[src/verilog/interval_timer_pkg.sv]
// Package for the periodic interval timer: register map, field positions,
// reset values and bus response codes.
// Assumes a 32-bit AXI4-Lite register bus with word-aligned registers.
package interval_timer_pkg;

  localparam int          COUNT_WIDTH      = 16;
  localparam int          ADDR_WIDTH       = 8;
  localparam int          DATA_WIDTH       = 32;

  localparam int          MASTER_CLOCK_HZ  = 25000000;
  localparam int          SLOW_CLOCK_HZ    = 32768;

  localparam logic [7:0]  OFFS_RELOAD      = 8'h04;
  localparam logic [7:0]  OFFS_STATUS      = 8'h10;
  localparam logic [7:0]  OFFS_INT_ENABLE  = 8'h14;
  localparam logic [7:0]  OFFS_INT_DISABLE = 8'h18;
  localparam logic [7:0]  OFFS_INT_MASK    = 8'h1C;

  localparam int          BIT_PERIOD_ELAPSED = 0;

  localparam logic [15:0] RESET_RELOAD     = 16'h0000;
  localparam logic [15:0] COUNT_LAST       = 16'h0001;
  localparam logic [15:0] COUNT_STEP       = 16'h0001;

  localparam logic [1:0]  RESP_OKAY        = 2'h0;
  localparam logic [1:0]  RESP_SLVERR      = 2'h2;

  typedef struct packed {
    logic        period_elapsed_flag;
    logic        int_enabled;
  } timer_state_type;

endpackage

[src/verilog/slow_clock_tick.sv]
// Turns the slow clock pin into a one-cycle tick on the master clock.
// Assumes the pin is far slower than aclk, so each rising edge is seen.
`timescale 1ns/1ps
module slow_clock_tick (
  input  wire logic aclk,
  input  wire logic aresetn,
  input  wire logic slow_clock,
  output logic      tick
);

  logic sync1_ff;
  logic sync2_ff;
  logic sync3_ff;
  logic level_ff;
  logic tick_ff;

  wire  agree    = sync2_ff == sync3_ff;
  wire  nxt_level = agree ? sync3_ff : level_ff;

  always_ff @(posedge aclk) begin
    if (!aresetn) begin
      sync1_ff <= 1'b0;
      sync2_ff <= 1'b0;
      sync3_ff <= 1'b0;
      level_ff <= 1'b0;
      tick_ff  <= 1'b0;
    end else begin
      sync1_ff <= slow_clock;
      sync2_ff <= sync1_ff;
      sync3_ff <= sync2_ff;
      level_ff <= nxt_level;
      tick_ff  <= nxt_level & ~level_ff;
    end
  end

  assign tick = tick_ff;

endmodule

[src/verilog/periodic_interval_timer.sv]
// Periodic interval timer with an AXI4-Lite register slave.
// Assumes slow_clock is an asynchronous pin and other_irq are the
// interrupt lines of the other system peripherals, same clock domain.
// Function
// - 16-bit down counter loaded from reload register
// - Reload resets to zero, meaning longest period
// - Zero sets flag; interrupt only when enabled
// - Counter reloads itself and keeps counting
// - Reload register write restarts counter immediately
// - Counts only on the free-running slow clock
// - Interrupt ORed with other system peripherals
// - Zero gives 65536 ticks, else value ticks
//
// Local design decisions: the AXI4-Lite register port and the placing of the registers.
`timescale 1ns/1ps
module periodic_interval_timer
  import interval_timer_pkg::*;
#(
  parameter int OTHER_IRQS = 3
) (
  input  wire logic                                      aclk,
  input  wire logic                                      aresetn,
  input  wire logic [interval_timer_pkg::ADDR_WIDTH-1:0] s_axi_awaddr,
  input  wire logic                                      s_axi_awvalid,
  output logic                                           s_axi_awready,
  input  wire logic [interval_timer_pkg::DATA_WIDTH-1:0] s_axi_wdata,
  input  wire logic [3:0]                                s_axi_wstrb,
  input  wire logic                                      s_axi_wvalid,
  output logic                                           s_axi_wready,
  output logic [1:0]                                     s_axi_bresp,
  output logic                                           s_axi_bvalid,
  input  wire logic                                      s_axi_bready,
  input  wire logic [interval_timer_pkg::ADDR_WIDTH-1:0] s_axi_araddr,
  input  wire logic                                      s_axi_arvalid,
  output logic                                           s_axi_arready,
  output logic [interval_timer_pkg::DATA_WIDTH-1:0]      s_axi_rdata,
  output logic [1:0]                                     s_axi_rresp,
  output logic                                           s_axi_rvalid,
  input  wire logic                                      s_axi_rready,
  input  wire logic                                      slow_clock,
  input  wire logic [OTHER_IRQS-1:0]                     other_irq,
  output logic                                           timer_irq,
  output logic                                           system_irq
);

  import interval_timer_pkg::*;

  ////////////////////////////////////////////////////////////////////////
  // Declarations

  logic [ADDR_WIDTH-1:0]  awaddr_ff;
  logic [DATA_WIDTH-1:0]  wdata_ff;
  logic [3:0]             wstrb_ff;
  logic                   aw_held_ff;
  logic                   w_held_ff;
  logic                   awready_ff;
  logic                   wready_ff;
  logic                   bvalid_ff;
  logic [1:0]             bresp_ff;
  logic                   arready_ff;
  logic                   rvalid_ff;
  logic [1:0]             rresp_ff;
  logic [DATA_WIDTH-1:0]  rdata_ff;
  logic [COUNT_WIDTH-1:0] period_reload_value_ff;
  logic [COUNT_WIDTH-1:0] period_tick_counter_ff;
  timer_state_type        state_ff;
  logic                   timer_irq_ff;
  logic                   system_irq_ff;
  logic                   tick;

  function automatic logic is_mapped(input logic [ADDR_WIDTH-1:0] a);
    is_mapped = a == OFFS_RELOAD || a == OFFS_STATUS || a == OFFS_INT_ENABLE ||
                a == OFFS_INT_DISABLE || a == OFFS_INT_MASK;
  endfunction

  ////////////////////////////////////////////////////////////////////////
  // Slow clock tick

  slow_clock_tick u_tick (
    .aclk       (aclk),
    .aresetn    (aresetn),
    .slow_clock (slow_clock),
    .tick       (tick)
  );

  ////////////////////////////////////////////////////////////////////////
  // Write channel

  // Address and data may come in either order; the write waits for both
  wire aw_hs        = s_axi_awvalid & awready_ff;
  wire w_hs         = s_axi_wvalid & wready_ff;
  wire b_hs         = bvalid_ff & s_axi_bready;
  wire do_write     = aw_held_ff & w_held_ff & ~bvalid_ff;
  wire nxt_aw_held  = (aw_held_ff | aw_hs) & ~do_write;
  wire nxt_w_held   = (w_held_ff | w_hs) & ~do_write;
  wire nxt_bvalid   = (bvalid_ff & ~b_hs) | do_write;

  wire wr_reload    = do_write && awaddr_ff == OFFS_RELOAD && wstrb_ff[1:0] != 2'h0;
  wire wr_enable    = do_write && awaddr_ff == OFFS_INT_ENABLE && wstrb_ff[0] &&
                      wdata_ff[BIT_PERIOD_ELAPSED];
  wire wr_disable   = do_write && awaddr_ff == OFFS_INT_DISABLE && wstrb_ff[0] &&
                      wdata_ff[BIT_PERIOD_ELAPSED];

  wire [COUNT_WIDTH-1:0] nxt_period_reload_value = {
    wstrb_ff[1] ? wdata_ff[15:8] : period_reload_value_ff[15:8],
    wstrb_ff[0] ? wdata_ff[7:0]  : period_reload_value_ff[7:0]};

  always_ff @(posedge aclk) begin
    if (!aresetn) begin
      aw_held_ff <= 1'b0;
      w_held_ff  <= 1'b0;
      awready_ff <= 1'b0;
      wready_ff  <= 1'b0;
      bvalid_ff  <= 1'b0;
      bresp_ff   <= RESP_OKAY;
      awaddr_ff  <= '0;
      wdata_ff   <= '0;
      wstrb_ff   <= 4'h0;
    end else begin
      aw_held_ff <= nxt_aw_held;
      w_held_ff  <= nxt_w_held;
      awready_ff <= ~nxt_aw_held & ~nxt_bvalid;
      wready_ff  <= ~nxt_w_held & ~nxt_bvalid;
      bvalid_ff  <= nxt_bvalid;
      if (aw_hs) begin
        awaddr_ff <= s_axi_awaddr;
      end
      if (w_hs) begin
        wdata_ff <= s_axi_wdata;
        wstrb_ff <= s_axi_wstrb;
      end
      if (do_write) begin
        bresp_ff <= is_mapped(awaddr_ff) ? RESP_OKAY : RESP_SLVERR;
      end
    end
  end

  ////////////////////////////////////////////////////////////////////////
  // Read channel

  wire ar_hs        = s_axi_arvalid & arready_ff;
  wire r_hs         = rvalid_ff & s_axi_rready;
  wire nxt_rvalid   = (rvalid_ff & ~r_hs) | ar_hs;
  wire rd_status    = ar_hs && s_axi_araddr == OFFS_STATUS;

  wire [DATA_WIDTH-1:0] rd_word =
    s_axi_araddr == OFFS_RELOAD   ? {16'h0000, period_reload_value_ff} :
    s_axi_araddr == OFFS_STATUS   ? {31'h00000000, state_ff.period_elapsed_flag} :
    s_axi_araddr == OFFS_INT_MASK ? {31'h00000000, state_ff.int_enabled} :
                                    32'h00000000;

  always_ff @(posedge aclk) begin
    if (!aresetn) begin
      arready_ff <= 1'b0;
      rvalid_ff  <= 1'b0;
      rresp_ff   <= RESP_OKAY;
      rdata_ff   <= '0;
    end else begin
      arready_ff <= ~nxt_rvalid;
      rvalid_ff  <= nxt_rvalid;
      if (ar_hs) begin
        rdata_ff <= rd_word;
        rresp_ff <= is_mapped(s_axi_araddr) ? RESP_OKAY : RESP_SLVERR;
      end
    end
  end

  ////////////////////////////////////////////////////////////////////////
  // Down counter and flag

  // The flag rises on the tick at a count of one, which reloads the count.
  // A count of zero wraps to all ones, so a zero reload gives the
  // longest period; reset leaves the count at zero for the same reason.
  wire reach_zero = tick && period_tick_counter_ff == COUNT_LAST;

  wire [COUNT_WIDTH-1:0] nxt_period_tick_counter =
    wr_reload  ? nxt_period_reload_value :
    reach_zero ? period_reload_value_ff :
    tick       ? period_tick_counter_ff - COUNT_STEP :
                 period_tick_counter_ff;

  // A new period wins over a clearing status read in the same cycle
  wire nxt_flag    = reach_zero | (state_ff.period_elapsed_flag & ~rd_status);
  wire nxt_enabled = wr_enable | (state_ff.int_enabled & ~wr_disable);

  always_ff @(posedge aclk) begin
    if (!aresetn) begin
      period_reload_value_ff <= RESET_RELOAD;
      period_tick_counter_ff <= RESET_RELOAD;
      state_ff               <= '0;
      timer_irq_ff           <= 1'b0;
      system_irq_ff          <= 1'b0;
    end else begin
      if (wr_reload) begin
        period_reload_value_ff <= nxt_period_reload_value;
      end
      period_tick_counter_ff <= nxt_period_tick_counter;
      state_ff.period_elapsed_flag <= nxt_flag;
      state_ff.int_enabled         <= nxt_enabled;
      timer_irq_ff  <= nxt_flag & nxt_enabled;
      system_irq_ff <= (nxt_flag & nxt_enabled) | (|other_irq);
    end
  end

  ////////////////////////////////////////////////////////////////////////
  // Outputs

  assign s_axi_awready = awready_ff;
  assign s_axi_wready  = wready_ff;
  assign s_axi_bvalid  = bvalid_ff;
  assign s_axi_bresp   = bresp_ff;
  assign s_axi_arready = arready_ff;
  assign s_axi_rvalid  = rvalid_ff;
  assign s_axi_rresp   = rresp_ff;
  assign s_axi_rdata   = rdata_ff;
  assign timer_irq     = timer_irq_ff;
  assign system_irq    = system_irq_ff;

endmodule

[config.mk]
export PLATFORM = sky130hd
export DESIGN_NAME = periodic_interval_timer
export DESIGN_NICKNAME = d
export VERILOG_FILES = /design/src/verilog/interval_timer_pkg.sv /design/src/verilog/slow_clock_tick.sv /design/src/verilog/periodic_interval_timer.sv
export SDC_FILE = /design/constraint.sdc
export NUM_CORES = 1
export LEC_CHECK = 0
export ABC_CLOCK_PERIOD_IN_PS = 2300
export BUFFER_PORTS_ARGS = -buffer_cell sky130_fd_sc_hd__buf_2
export CAP_MARGIN = 5
export CORE_ASPECT_RATIO = 1.5
export CORE_MARGIN = 4
export CORE_UTILIZATION = 53
export CTS_CLUSTER_DIAMETER = 30
export CTS_CLUSTER_SIZE = 12
export DETAILED_ROUTE_END_ITERATION = 6
export GPL_TIMING_DRIVEN = 0
export PLACE_DENSITY = 0.79
export SYNTH_ARGS = -nofsm -noshare
export SYNTH_HDL_FRONTEND = slang
export SYNTH_SLANG_ARGS = --single-unit
[constraint.sdc]
create_clock -name aclk -period 2.3 [get_ports aclk]
set_input_delay 0.46 -clock aclk [delete_from_list [all_inputs] [get_ports aclk]]
set_output_delay 0.46 -clock aclk [all_outputs]
set_load 0.02 [all_outputs]
---- Word level (Yosys, flattened, before mapping) ----
Index checks and enable logic that the tools add are counted.
storage, ports and cells
  word-level logic and storage cells ...... 104
  output and inout bits ................... 43
  bits in registers ....................... 110
cells by class
  add/subtract/negate cells ............... 1
  eq/ne operators ......................... 12
  bitwise gates (word level) .............. 35
  multiplexer cells ....................... 11
  reductions and logical operators ........ 21
operators by type and width
  operator                                               count
  equality test 8 x 5 -> 1 bit (second input constant)   8
  two-way mux 16 bit                                     4
  AND 1 bit                                              17
  equality test 16 x 1 -> 1 bit (second input constant)  1
  equality test 8 x 3 -> 1 bit (second input constant)   2
  two-way mux 8 bit                                      2
  subtractor 16 x 1 -> 16 bit (second input constant)    1
  inverter 1 bit                                         11
  logical AND 1 bit                                      10
  logical OR 1 bit                                       8
  bitwise OR 1 bit                                       7
  two-way mux 2 bit                                      2
  two-way mux 1 bit                                      3
  nonzero test 3 bit                                     1
  OR reduction 3 bit                                     1
  nonzero test 2 bit                                     1
  equality test 1 bit                                    1

---- Depth between registers and ports, before layout ----
  depth after elaboration ................. 10
  gate-level depth with buffers ........... 8

---- By module ----
Synthesis repeated with hierarchy kept, for this count alone.
unflattened totals
  cells, all modules ...................... 542
  area, all modules ....................... 4,275.4 um2
by module, submodules not included
  module                   seq. area each (um2)  instances  area an instance (um2)  cells an instance
  periodic_interval_timer  1,741.7               1          4,126.5                 530
  slow_clock_tick          100.1                 1          148.9                   12

---- Worst setup path before layout ----
No wires, ideal clock.
  path type ............................... reg-to-reg
  start ................................... reg period_tick_counter_ff[1]
  end ..................................... reg period_tick_counter_ff[7]
  library setup time ...................... 70 ps
  data arrival time ....................... 1,677 ps
  data required time ...................... 2,230 ps
  cell stages (with the launch flop) ...... 9
  period minus slack after synthesis ...... 1,746 ps
  slack ................................... 554 ps
  path through ............................ dfxtp_1 -> inv_1 -> ha_1 -> nand3b_1 -> nand2b_1 -> clkbuf_1 -> nor3_1 -> a311o_1 -> a21oi_1
between the ends
  word-level cells in the longest chain between the ends .. 4
  elaborated cells on any way between the ends .. 7
  classes of those cells .................. 1 x add/sub; 1 x eq/ne; 3 x mux; 2 x reduce/logical
ends and longest elaborated chain
  element                                                                       RTL line                                                        text
  start: declaration                                                            periodic_interval_timer.sv:65                                   logic [COUNT_WIDTH-1:0] period_tick_counter_ff;
  start signal: assignment                                                      periodic_interval_timer.sv:197                                  period_tick_counter_ff <= nxt_period_tick_counter;
  subtractor 16 x 1 -> 16 bit or equality test 16 x 1 -> 1 bit (tied branches)  periodic_interval_timer.sv:179, periodic_interval_timer.sv:174
  two-way mux 16 bit or logical AND 1 bit (tied branches)                       periodic_interval_timer.sv:179, periodic_interval_timer.sv:174
  two-way mux 16 bit                                                            periodic_interval_timer.sv:178                                  reach_zero ? period_reload_value_ff :
  two-way mux 16 bit                                                            periodic_interval_timer.sv:177                                  wr_reload ? nxt_period_reload_value :
Several ways; a longest one is shown, not always the timed one. The select of a mux whose other input is x is not followed.
A chain may end at the register's enable or synchronous reset.

---- Final worst setup path ----
  start ................................... reg period_tick_counter_ff[1]
  end ..................................... reg period_tick_counter_ff[6]
Same word-level chain as after synthesis.

==> impl_table.tex <==
\begin{tabular}{lr}
\hline
Metric & Value \\
\hline
\multicolumn{2}{l}{\textbf{Power and ir drop}} \\
Reported leakage power & a little over 2 nW \\
Power per unit of standard cell area & 654 nW/µm² \\
Overall power after layout & 3.32 mW \\
Largest voltage drop on the vdd net & 0.504 mV \\
\multicolumn{2}{l}{\textbf{Cells and area}} \\
Count of inserted antenna diode cells & 0 \\
Post-synthesis to final-layout area growth & 19.1\% \\
Post-layout instance area & $\sim$5100 µm² \\
\# nets final & 682 \\
Non-filler instance count after layout & about 720 \\
Total area of multi-input combinational cells & 2180 µm² \\
Layout Utilization & between 60\% and 70\% \\
Seq. cell area & 1840 µm² \\
Layout cell share with drive strength beyond 1 & between 20\% and 30\% \\
Fillcell total & 720 \\
\multicolumn{2}{l}{\textbf{STA}} \\
Smallest setup slack after layout & $\sim$180 ps \\
Setup total negative slack & 0 ps \\
Count of final hold-check violations & 0 \\
Total setup violations reported at the end of the flow & 0 \\
Tmin final & approximately 2100 ps \\
Unrepaired setup endpoints after global routing & no \\
Maximum clock frequency & about 470 MHz \\
Clock Skew & 4.08 ps \\
Tightest hold margin & 329 ps \\
Final-report max-slew violation count & 0 \\
Portion of the clock cycle consumed by the worst path in the final layout & just over 90\% \\
Relative slew margins & about 29\% \\
Transition time at the pin with the least slew margin & 1060 ps \\
\multicolumn{2}{l}{\textbf{Clock tree}} \\
Quantity of hold-fixing buffers added after cts & 0 \\
Maximum level of the CTS H-tree & 3 \\
Post CTS Setup Buffer Count & 0 \\
Number of sinks handled by clock tree synthesis & slightly above 90 \\
Clock tree root driver cell & clkbuf\_16 \\
Clk\_lat worst skew & around 340 ps \\
Clock Pin Slew Worst Setup and Hold Paths & roughly 60 ps \\
TritonCTS clock tree & built \\
Buffer depth of the longest clock path & 2 \\
Number of gates resized after CTS & 0 \\
Number of clock buffers inserted by TritonCTS & 9 \\
\multicolumn{2}{l}{\textbf{Floorplanning}} \\
Die W & 81.2 µm \\
Floorplan row count & 39 \\
Core region area & between 7000 and 8000 µm² \\
Starting Density & about 55\% \\
Die Y & 118 µm \\
Number of top-level design ports & 106 \\
Die Area & approximately 9600 µm² \\
\multicolumn{2}{l}{\textbf{Setup path}} \\
CP Launch Type & flip-flop \\
Required time worst endpoint & approximately 2500 ps \\
Worst setup path category & reg -> reg \\
Endpoint type of the worst setup path & flip-flop \\
Capture point of the worst reg-to-reg path & period\_tick\_counter\_ff[6] \\
Critical path peak fanout & 6 \\
Reg2Reg Setup Slack & 180 ps \\
Length in cells of the worst reg-to-reg path & 7 \\
Arrival time at the worst endpoint & $\sim$2300 ps \\
Worst reg2reg path startpoint & period\_tick\_counter\_ff[1] \\
\multicolumn{2}{l}{\textbf{Placement}} \\
HPWL after DPL & 8.34 mm \\
Port bufs & 69 \\
Number of placed instances, taps included & 708 \\
Area after detailed placement & between 4000 and 5000 µm² \\
Global placement routability congestion & about 0.91 \\
Post-place setup slack & 252 ps \\
\multicolumn{2}{l}{\textbf{Global route}} \\
Final global-route overflow total & 0 \\
Antenna violations before repair & 0 \\
Pin count of the biggest net entering global routing & 17 \\
Via count of the first global-routing pass & 3,879 \\
First-pass GRT wire length & roughly 18 mm \\
Global-route total usage across every layer & around a quarter \\
\multicolumn{2}{l}{\textbf{Worst hold path}} \\
Hold Path Depth & 2 \\
Path category of the worst min-delay check & in -> reg \\
Hold worst-path end & u\_tick.sync1\_ff \\
Worst hold path startpoint & slow\_clock \\
\multicolumn{2}{l}{\textbf{Synthesis}} \\
Share of the yosys chip area belonging to registers & a little over two fifths \\
Synth Instances & 520 \\
Predominant post-synthesis flop cell & dfxtp\_1 \\
Post-synth EDFFs & 0 \\
Yosys warning total & 0 \\
Flip-flop and latch count after synthesis & 92 \\
Syn Area/Cell & approximately 8 µm² \\
Mapped Area & around 4300 µm² \\
Synth cell types & 59 \\
Async S/R FF share, synth & 0\% \\
\multicolumn{2}{l}{\textbf{Detailed routing}} \\
Vias per cell & 5.54 \\
Sum of routed wire length over all layers & 10.9 mm \\
Overall via count from detail\_route & around 4,000 \\
Average detailed-routed wire length per instance & between 15 and 20 µm \\
Count of TritonRoute iterations in the first routing pass & 5 \\
Drt drc & 0 \\
Number of design-rule violations left by the first detailed-router iteration & a little over 300 \\
Remaining number of nets flagged by the antenna check after routing & 0 \\
\multicolumn{2}{l}{\textbf{Status}} \\
Status & finished, final reports clean \\
\multicolumn{2}{l}{\textbf{Run}} \\
Number of violations of the max-capacitance limit & 0 \\
\hline
\end{tabular}
==> power breakdown <==
part	leakage, nW	internal [mW]	switching, mW	total [mW]
logic	1.17	0.113	0.177	0.291
clock network	0.128	0.735	0.625	1.36
registers	0.746	1.63	0.0307	1.66
==> how the worst max path moves through the flow <==
stage,startpoint,endpoint,slack [ps],cells after the start
floorplan,period_tick_counter_ff[1],period_tick_counter_ff[7],550,8
global placement,period_tick_counter_ff[1],period_tick_counter_ff[7],270,8
detailed placement,period_tick_counter_ff[0],period_tick_counter_ff[15],250,5
CTS,period_tick_counter_ff[1],period_tick_counter_ff[7],220,8
global route,period_tick_counter_ff[0],period_tick_counter_ff[6],10,7
finish,period_tick_counter_ff[1],period_tick_counter_ff[6],180,7
==> layout make-up <==
type,instances,area share (%)
clock buffers,9,4.44
flip-flops and latches,92,36.3
well taps,102,2.52
plain buffers,45,5.11
multi-input cells,390,43.0
inverters,10,0.741
clock inverters,7,0.988
repair buffers,69,6.81
==> cell usage in the layout (no fill, tap or decap), types with 3 or more instances in the layout <==
cell type / netlist / layout
inv_1: 8 / 8
o21ai_0: 17 / 17
nor3_1: 13 / 13
clkbuf_1: 18 / 18
a21oi_1: 72 / 72
and3_1: 4 / 4
nand2b_1: 3 / 3
nor2_1: 25 / 25
dfxtp_1: 92 / 92
a31oi_1: 4 / 4
mux2i_1: 21 / 21
nand3_1: 6 / 6
and2_1: 10 / 10
nor3b_1: 4 / 4
o311ai_0: 5 / 5
or4_1: 3 / 3
clkinvlp_4: 0 / 3
a211oi_1: 4 / 4
nor4_1: 4 / 4
conb_1: 1 / 18
clkbuf_16: 0 / 9
buf_4: 20 / 20
xnor2_1: 4 / 4
nand2_1: 121 / 121
buf_2: 4 / 73
mux2_2: 8 / 8
nand3b_1: 3 / 3
==> routing by layer <==
metal / global-route usage (%) / up-vias / part of all wire [%]
met1: 29.0 / 1855 / 40
met5: 0 / - / 0
li1: - / 1991 / -
met2: 40.1 / 132 / 52
met4: 11.6 / 0 / 3.2
met3: 4.13 / 31 / 4.9
==> state kept, by name, summed over array words and instances, names as in the netlist, 2 cells and up <==
name                    cells
wstrb_ff                    2
s_axi_rdata                16
state_ff                    2
awaddr_ff                   8
period_reload_value_ff     16
period_tick_counter_ff     16
wdata_ff                   16
==> worst max-delay path, cell delays in order (launching register included) <==
cell and delay (ps):
dfxtp_1 350, inv_1 100, ha_1 260, nor3b_1 660
nor3b_1 340, a21oi_1 100, o311ai_1 90, a21oi_1 100
==> logic make-up after synthesis <==
family / after synthesis / share of synthesized area, %
multiplexers: 29 / 7.06
other: 1 / 0.0881
buffers and inverters: 55 / 6.97
flip-flops: 92 / 43.3
AO/OA/AOI/OAI: 127 / 17.9
AND/OR/NAND/NOR: 210 / 23.3
adder cells (fa/ha/maj): 2 / 0.588
XOR/XNOR: 4 / 0.823
==> cells in the mapped netlist (3+ instances only) <==
cell / instances / area, µm²
nand2_1: 121 / 454
dfxtp_1: 92 / 1840
a21oi_1: 72 / 360
nor2_1: 25 / 93.8
mux2i_1: 21 / 210
buf_4: 20 / 150
clkbuf_1: 18 / 67.6
o21ai_0: 17 / 85.1
nor3_1: 13 / 65.1
and2_1: 10 / 62.6
inv_1: 8 / 30.0
mux2_2: 8 / 90.1
nand3_1: 6 / 30.0
o311ai_0: 5 / 43.8
a211oi_1: 4 / 30.0
a31oi_1: 4 / 25.0
and3_1: 4 / 25.0
buf_2: 4 / 20.0
nor3b_1: 4 / 30.0
nor4_1: 4 / 25.0
xnor2_1: 4 / 35.0
nand2b_1: 3 / 18.8
nand3b_1: 3 / 22.5
or4_1: 3 / 22.5
Note: power is estimated with default switching activity, not from simulation.
